**config.mk**
```make
export PLATFORM = sky130hd
export DESIGN_NAME = ssp_top
export DESIGN_NICKNAME = d
export VERILOG_FILES = /design/src/verilog/ssp_sync.v /design/src/verilog/ssp_top.v
export VERILOG_INCLUDE_DIRS = /design/src /design/src/verilog
export SDC_FILE = /design/constraint.sdc
export NUM_CORES = 1
export LEC_CHECK = 0
export ABC_CLOCK_PERIOD_IN_PS = 2500
export BUFFER_PORTS_ARGS = -buffer_cell sky130_fd_sc_hd__clkbuf_2
export CAP_MARGIN = 20
export CORE_UTILIZATION = 56
export DETAILED_ROUTE_END_ITERATION = 16
export PLACE_DENSITY = 0.88
export SYNTH_ARGS = -nofsm -noshare
export SYNTH_HDL_FRONTEND = slang
export SYNTH_SLANG_ARGS = --single-unit
export TNS_END_PERCENT = 30
```
**constraint.sdc**
```tcl
create_clock -name ref_clk -period 2.5 [get_ports ref_clk]
set_input_delay 0.25 -clock ref_clk [delete_from_list [all_inputs] [get_ports ref_clk]]
set_output_delay 0.25 -clock ref_clk [all_outputs]
set_load 0.01 [all_outputs]
```
**src/verilog/ssp_regs.vh**
```
// ssp_regs.vh: constants for the synchronous serial port pin engine
// assumes inclusion by ssp_top.v and ssp_sync.v only
`ifndef SSP_REGS_VH
`define SSP_REGS_VH
`define SSP_CNT_W        8
`define SSP_DIV_DEF      8'h0004
`define SSP_BITS_W       4
`define SSP_LAST_BIT     4'h7
`define SSP_ST_IDLE      2'h0
`define SSP_ST_LEAD      2'h1
`define SSP_ST_TRAIL     2'h2
`define SSP_ST_DONE      2'h3
`endif

```
**src/verilog/ssp_sync.v**
```verilog
// ssp_sync.v: three-stage input synchroniser for pin inputs
// assumes an asynchronous input and one ref_clk domain
`timescale 1ns/1ps
`include "ssp_regs.vh"
module ssp_sync (
    // clock and reset
    input  wire ref_clk,
    input  wire sys_rst,
    // pin side
    input  wire pin_in,
    // filtered level
    output reg  level_out
);
    reg s1_r;   // first stage, read only by s2
    reg s2_r;   // second stage
    reg s3_r;   // third stage

    // shift chain; level changes once stages two and three agree
    always @(posedge ref_clk or posedge sys_rst) begin
        if (sys_rst) begin
            s1_r      <= 1'b0;
            s2_r      <= 1'b0;
            s3_r      <= 1'b0;
            level_out <= 1'b0;
        end else begin
            s1_r <= pin_in;
            s2_r <= s1_r;
            s3_r <= s2_r;
            if (s2_r == s3_r) begin
                level_out <= s3_r;
            end
        end
    end
endmodule

```
**src/verilog/ssp_top.v**
```verilog
// ssp_top.v: synchronous serial port master, pin-level engine
// assumes a 20 MHz ref_clk and a peripheral honouring the clock edges
// Summary of operation
// - clock toggles only during a transaction, held at the idle level otherwise
// - idle clock level is selectable
// - launch edge selectable, sample on other
// - capture input on edge opposite launch
// - data output released when not transmitting
// - shared wire: receive while output released
`timescale 1ns/1ps
`include "ssp_regs.vh"
module ssp_top (
    // clock and reset
    input  wire       ref_clk,
    input  wire       sys_rst,
    // configuration
    input  wire       cfg_idle_high,
    input  wire       cfg_launch_trail,
    input  wire [7:0] cfg_half_div,
    // user command side
    input  wire       start,
    input  wire       xmit,
    input  wire [7:0] tx_byte,
    output wire       busy,
    output reg        done_r,
    output reg  [7:0] rx_byte_r,
    // pins
    output reg        serial_clock_out,
    output reg        serial_data_out,
    output reg        serial_data_oe,
    input  wire       serial_data_in
);
    // ------------------------------------------------------------------
    // state and datapath registers
    // ------------------------------------------------------------------
    reg  [1:0]                state_r;    // sequencer state
    reg  [`SSP_CNT_W-1:0]     cnt_r;      // half period counter
    reg  [`SSP_BITS_W-1:0]    bit_r;      // bit index
    reg  [7:0]                sh_r;       // transmit shift, msb next out
    reg  [7:0]                rx_r;       // receive shift, lsb newest
    reg                       xmit_r;     // transaction is a transmit
    wire                      din_s;      // synchronised input
    wire                      tick;       // half period enable
    wire [`SSP_CNT_W-1:0]     div_use;    // divider, never zero
    wire                      last_bit;   // current bit is the final one

    // ------------------------------------------------------------------
    // edge role decode
    // ------------------------------------------------------------------
    // true when the edge about to be made launches data; the other edge
    // of the same bit then samples, so launch and sample never coincide
    // lead_edge: the edge leaves the idle level
    // launch_trail: data moves on the edge that returns to idle
    function ssp_edge_launches;
        input lead_edge;
        input launch_trail;
        begin
            ssp_edge_launches = lead_edge ^ launch_trail;
        end
    endfunction

    // ------------------------------------------------------------------
    // divider and status
    // ------------------------------------------------------------------
    // a zero divider would make the half period counter tick every cycle, so use default
    assign div_use  = (cfg_half_div == 8'h00) ? `SSP_DIV_DEF : cfg_half_div;
    // one-cycle enable at the end of every half period
    assign tick     = (cnt_r == 8'h00);
    // busy from the edge after start until the release cycle
    assign busy     = (state_r != `SSP_ST_IDLE);
    // final bit of the byte: no launch may follow its sample
    assign last_bit = (bit_r == `SSP_LAST_BIT);

    // pin input synchroniser
    ssp_sync u_sync (
        .ref_clk   (ref_clk),
        .sys_rst   (sys_rst),
        .pin_in    (serial_data_in),
        .level_out (din_s)
    );

    // ------------------------------------------------------------------
    // sequencer
    // ------------------------------------------------------------------
    // each bit is a lead half then a trail half; every half ends on tick
    // with one clock edge. which edge launches and which samples is set
    // by cfg_launch_trail:
    //   launch on lead: first bit leaves on edge one, sample on trail
    //   launch on trail: first bit set up before edge one, sample on lead
    // the input path is four flops deep, so the divider must give the
    // peripheral's bit at least four cycles before the sampling edge
    always @(posedge ref_clk or posedge sys_rst) begin
        if (sys_rst) begin
            state_r          <= `SSP_ST_IDLE;
            cnt_r            <= 8'h00;
            bit_r            <= 4'h0;
            sh_r             <= 8'h00;
            rx_r             <= 8'h00;
            xmit_r           <= 1'b0;
            done_r           <= 1'b0;
            rx_byte_r        <= 8'h00;
            serial_clock_out <= 1'b0;
            serial_data_out  <= 1'b1;
            serial_data_oe   <= 1'b0;
        end else begin
            done_r <= 1'b0;
            cnt_r  <= tick ? div_use : cnt_r - 8'h01;
            case (state_r)
                `SSP_ST_IDLE: begin
                    serial_clock_out <= cfg_idle_high;
                    serial_data_oe   <= 1'b0;
                    if (start) begin
                        // frame accepted; start is ignored while busy
                        state_r <= `SSP_ST_LEAD;
                        cnt_r   <= div_use;
                        bit_r   <= 4'h0;
                        xmit_r  <= xmit;
                        serial_data_oe <= xmit;
                        if (cfg_launch_trail) begin
                            // trail launch: first bit must stand before edge one
                            serial_data_out <= tx_byte[7];
                            sh_r            <= {tx_byte[6:0], 1'b0};
                        end else begin
                            // lead launch: line stays high until edge one
                            serial_data_out <= 1'b1;
                            sh_r            <= tx_byte;
                        end
                    end
                end
                `SSP_ST_LEAD: begin
                    if (tick) begin
                        // first edge of the bit leaves the idle level
                        serial_clock_out <= ~serial_clock_out;
                        if (ssp_edge_launches(1'b1, cfg_launch_trail)) begin
                            // launch edge: next bit onto the line
                            serial_data_out <= sh_r[7];
                            sh_r            <= {sh_r[6:0], 1'b0};
                        end else begin
                            // sample edge: peripheral bit is settled
                            rx_r <= {rx_r[6:0], din_s};
                        end
                        state_r <= `SSP_ST_TRAIL;
                    end
                end
                `SSP_ST_TRAIL: begin
                    if (tick) begin
                        // second edge returns clock to idle
                        serial_clock_out <= ~serial_clock_out;
                        if (ssp_edge_launches(1'b0, cfg_launch_trail)) begin
                            // launch edge, but never a ninth bit
                            if (!last_bit) begin
                                serial_data_out <= sh_r[7];
                                sh_r            <= {sh_r[6:0], 1'b0};
                            end
                        end else begin
                            // sample edge for lead launch mode
                            rx_r <= {rx_r[6:0], din_s};
                        end
                        if (last_bit) begin
                            state_r <= `SSP_ST_DONE;
                        end else begin
                            bit_r   <= bit_r + 4'h1;
                            state_r <= `SSP_ST_LEAD;
                        end
                    end
                end
                default: begin
                    // one half period hold of the last bit, then release
                    // the line and hand over the received byte
                    if (tick) begin
                        serial_data_oe  <= 1'b0;
                        serial_data_out <= 1'b1;
                        rx_byte_r       <= rx_r;
                        done_r          <= 1'b1;
                        state_r         <= `SSP_ST_IDLE;
                    end
                end
            endcase
        end
    end
endmodule

```
==> flow_metrics.env <==
export IMPL_drive_gt1_share_pct=32.2
export IMPL_pre_cts_ws_ns=0.437
export IMPL_finalSetupTns_ns=0
export IMPL_finalHoldViolCount=0
export IMPL_crit_chain="inv_1, ha_1, nand4b_1, and3_1, o211ai_4, mux2_2"
export IMPL_synth_seq_cells=46
export IMPL_rsz0062_at_grt="no"
export IMPL_overflow=0
export IMPL_synthCells=203
export IMPL_nNetsFinal=271
export IMPL_multiInputGateArea_um2=1070
export IMPL_cts_max_level=2
export IMPL_die_area_um2=4360
export IMPL_clock_latency_ns=0.29
export IMPL_antenna_cells=0
export IMPL_cts_resized_gates=0
export IMPL_clk_pin_slew_ns=0.08
export IMPL_seqCellArea_um2=1150
export IMPL_grt_pass1_wl_um=6470
export IMPL_ys_flop_type="dfrtp_1"
export IMPL_boundaryPins=36
export IMPL_detail_route_antenna_nets=0
export IMPL_ys_seq_area_share_pct=50.2
export IMPL_utilization_pct=69.1
export IMPL_clockRootBuffer="clkbuf_8"
export IMPL_endpoint_kind="flop"
export IMPL_setup_viol=0
export IMPL_die_y_um=66.0
export IMPL_placementRows=22
export IMPL_drt_wirelength_per_cell_um=13.5
export IMPL_max_slew_margin_pct=61.0
export IMPL_drc=0
export IMPL_power_leakage_nw=1.24
export IMPL_area_growth_pct=14.5
export IMPL_path_buf_inv=1
export IMPL_worst_slack_ns=0.407
export IMPL_crit_slowest_cell="dfrtp_1"
export IMPL_ir_worst_vdd_uv=309
export IMPL_cts_buffers_inserted=5
export IMPL_vias=1621
export IMPL_design_area_um2=2630
export IMPL_coreArea_um2=3800
export IMPL_place_inst=282
export IMPL_hold_ws_ns=0.0581
export IMPL_power_mw=1.34
export IMPL_clk_path_buf_depth=2
export IMPL_yosys_warnings=0
export IMPL_finalWirelength_um=3920
export IMPL_cp_arrival_ns=2.28
export IMPL_drt_iter0_drc=90
export IMPL_cpPeakStageDelay_ns=0.43
export IMPL_power_density_nw_per_um2=510
export IMPL_cts_sinks=46
export IMPL_gr_usage_all_layers_pct=19.8
export IMPL_fmax_ghz=0.478
export IMPL_synth_cell_area_um2=2290
export IMPL_finalCritPeriodShare_pct=83.7
export IMPL_syn_num_nets=233
export IMPL_synth_edff_count=0
export IMPL_cp_start_kind="flop"
export IMPL_drt_pre_antenna_iters=4
export IMPL_die_w_um=66.0
export IMPL_cap_violations=0
export IMPL_crit_family="simple AND/OR/NAND/NOR gates"
export IMPL_vias_per_cell=5.59
export IMPL_antenna_found_initial=0
export IMPL_skew_ns=0.00628
export IMPL_worst_hold_path_type="input pin to async pin"
export IMPL_hpwl_um=2890
export IMPL_path_class="flop to flop"
export IMPL_ys_async_sr_fraction_pct=100
export IMPL_final_cells=290
export IMPL_cts_setup_buffers=0
export IMPL_worst_pin_slew_ns=0.586
export IMPL_grt_pass1_vias=1479
export IMPL_path_max_fanout=12
export IMPL_initial_core_util_pct=60.4
export IMPL_place_area_um2=2510
export IMPL_syn_area_per_cell_um2=11.3
export IMPL_synth_distinct_cells=44
export IMPL_place_congestion=0.904
export IMPL_grt_max_degree=47
export IMPL_outcome="complete, no violations"
export IMPL_io_buffers=35
export IMPL_required_ns=2.69
export IMPL_report_final_slew_viol_count=0
export IMPL_holdBufCountCts=0
export IMPL_period_minus_slack_ns=2.09
export IMPL_cts_tree="done"
export IMPL_filler_cell_count=303
==> Yosys cell counts, types with 2 or more instances <==
master | number | area share, %
a21oi_1 | 10 | 2.2
a31oi_1 | 3 | 0.82
and2_1 | 2 | 0.55
and3_1 | 2 | 0.55
buf_2 | 2 | 0.44
clkbuf_1 | 4 | 0.65
dfrtp_1 | 45 | 49
ha_1 | 7 | 3.8
inv_1 | 8 | 1.3
mux2_2 | 26 | 13
mux2i_1 | 7 | 3.1
nand2_1 | 16 | 2.6
nand4b_1 | 2 | 0.76
nor2_1 | 11 | 1.8
nor2b_1 | 4 | 1.1
nor3_1 | 2 | 0.44
nor3b_1 | 4 | 1.3
nor4_1 | 3 | 0.82
o21ai_0 | 15 | 3.3
o31ai_1 | 2 | 0.65
xnor2_1 | 3 | 1.1
xor2_1 | 3 | 1.1
==> cell families after synthesis <==
| logic type | Yosys count | synth area share (%) |
|---|---|---|
| XOR/XNOR | 6 | 2.29 |
| adder cells (fa/ha/maj) | 8 | 4.26 |
| AND/OR/NAND/NOR | 57 | 14.1 |
| AO/OA/AOI/OAI | 38 | 10.4 |
| multiplexers | 33 | 15.8 |
| buffers and inverters | 15 | 2.89 |
| flip-flops | 46 | 50.2 |
==> worst reg2reg max path, cell delays in order, from the launching register on <==
cell and delay (ns):
dfrtp_1 0.43, inv_1 0.13, ha_1 0.39, nand4b_1 0.22, and3_1 0.26, o211ai_4 0.16, mux2_2 0.39
==> cell type report <==
class,count,area share [%]
inverters,8,1.14
repair buffers,38,7.53
multi-input cells,142,40.9
clock inverters,2,1.43
well taps,48,2.29
flip-flops and latches,46,43.9
clock buffers,6,2.76
==> layout by cell type, fill, tap and decap left out, types with 4 or more instances in the layout <==
cell	netlist	layout
nor2_1	11	11
nor2b_1	4	4
clkbuf_2	0	35
nand2_1	16	16
o21ai_0	15	15
a21oi_1	10	10
clkbuf_8	0	5
dfrtp_1	45	45
mux2i_1	7	7
mux2_2	26	26
inv_1	8	7
nor3b_1	4	4
ha_1	7	7
==> path summary, 6_finish.rpt <==
kind | start | endpoint | slack, ns | cells after the start
max in group asynchronous | sys_rst | serial_data_out | 2.06 | 3
min in group ref_clk | serial_data_in | u_sync.s1_r | 0.06 | 1
max reg2reg | state_r[0] | sh_r[7] | 0.41 | 6
min reg2reg | u_sync.s1_r | u_sync.s2_r | 0.35 | 0
max | state_r[0] | sh_r[7] | 0.41 | 6
min | sys_rst | rx_byte_r[4] | 0.06 | 3
==> per-layer routing <==
metal,global-route usage (%),wire length (um),vias to the layer above
li1,-,-,799
met1,26.0,1820,775
met2,31.8,1910,43
met3,5.86,168,4
met4,5.85,27,0
met5,0,0,-
==> where the power goes <==
part	switching (mW)	internal (mW)	leakage, nW	total (mW)
clock	0.240	0.298	0.0514	0.538
sequential	0.00157	0.747	0.584	0.749
combinational	0.0294	0.0228	0.602	0.0522
total	0.271	1.07	1.24	1.34
==> state kept, by name, indices dropped and copies added (netlist names) <==
name,count
sh_r,8
rx_r,8
rx_byte_r,8
state_r,2
serial_data_out,1
bit_r,4
serial_clock_out,1
cnt_r,8
u_sync.s1_r,1
serial_data_oe,1
u_sync.s2_r,1
done_r,1
u_sync.level_out,1
u_sync.s3_r,1
Note: power is estimated with default switching activity, not from simulation.
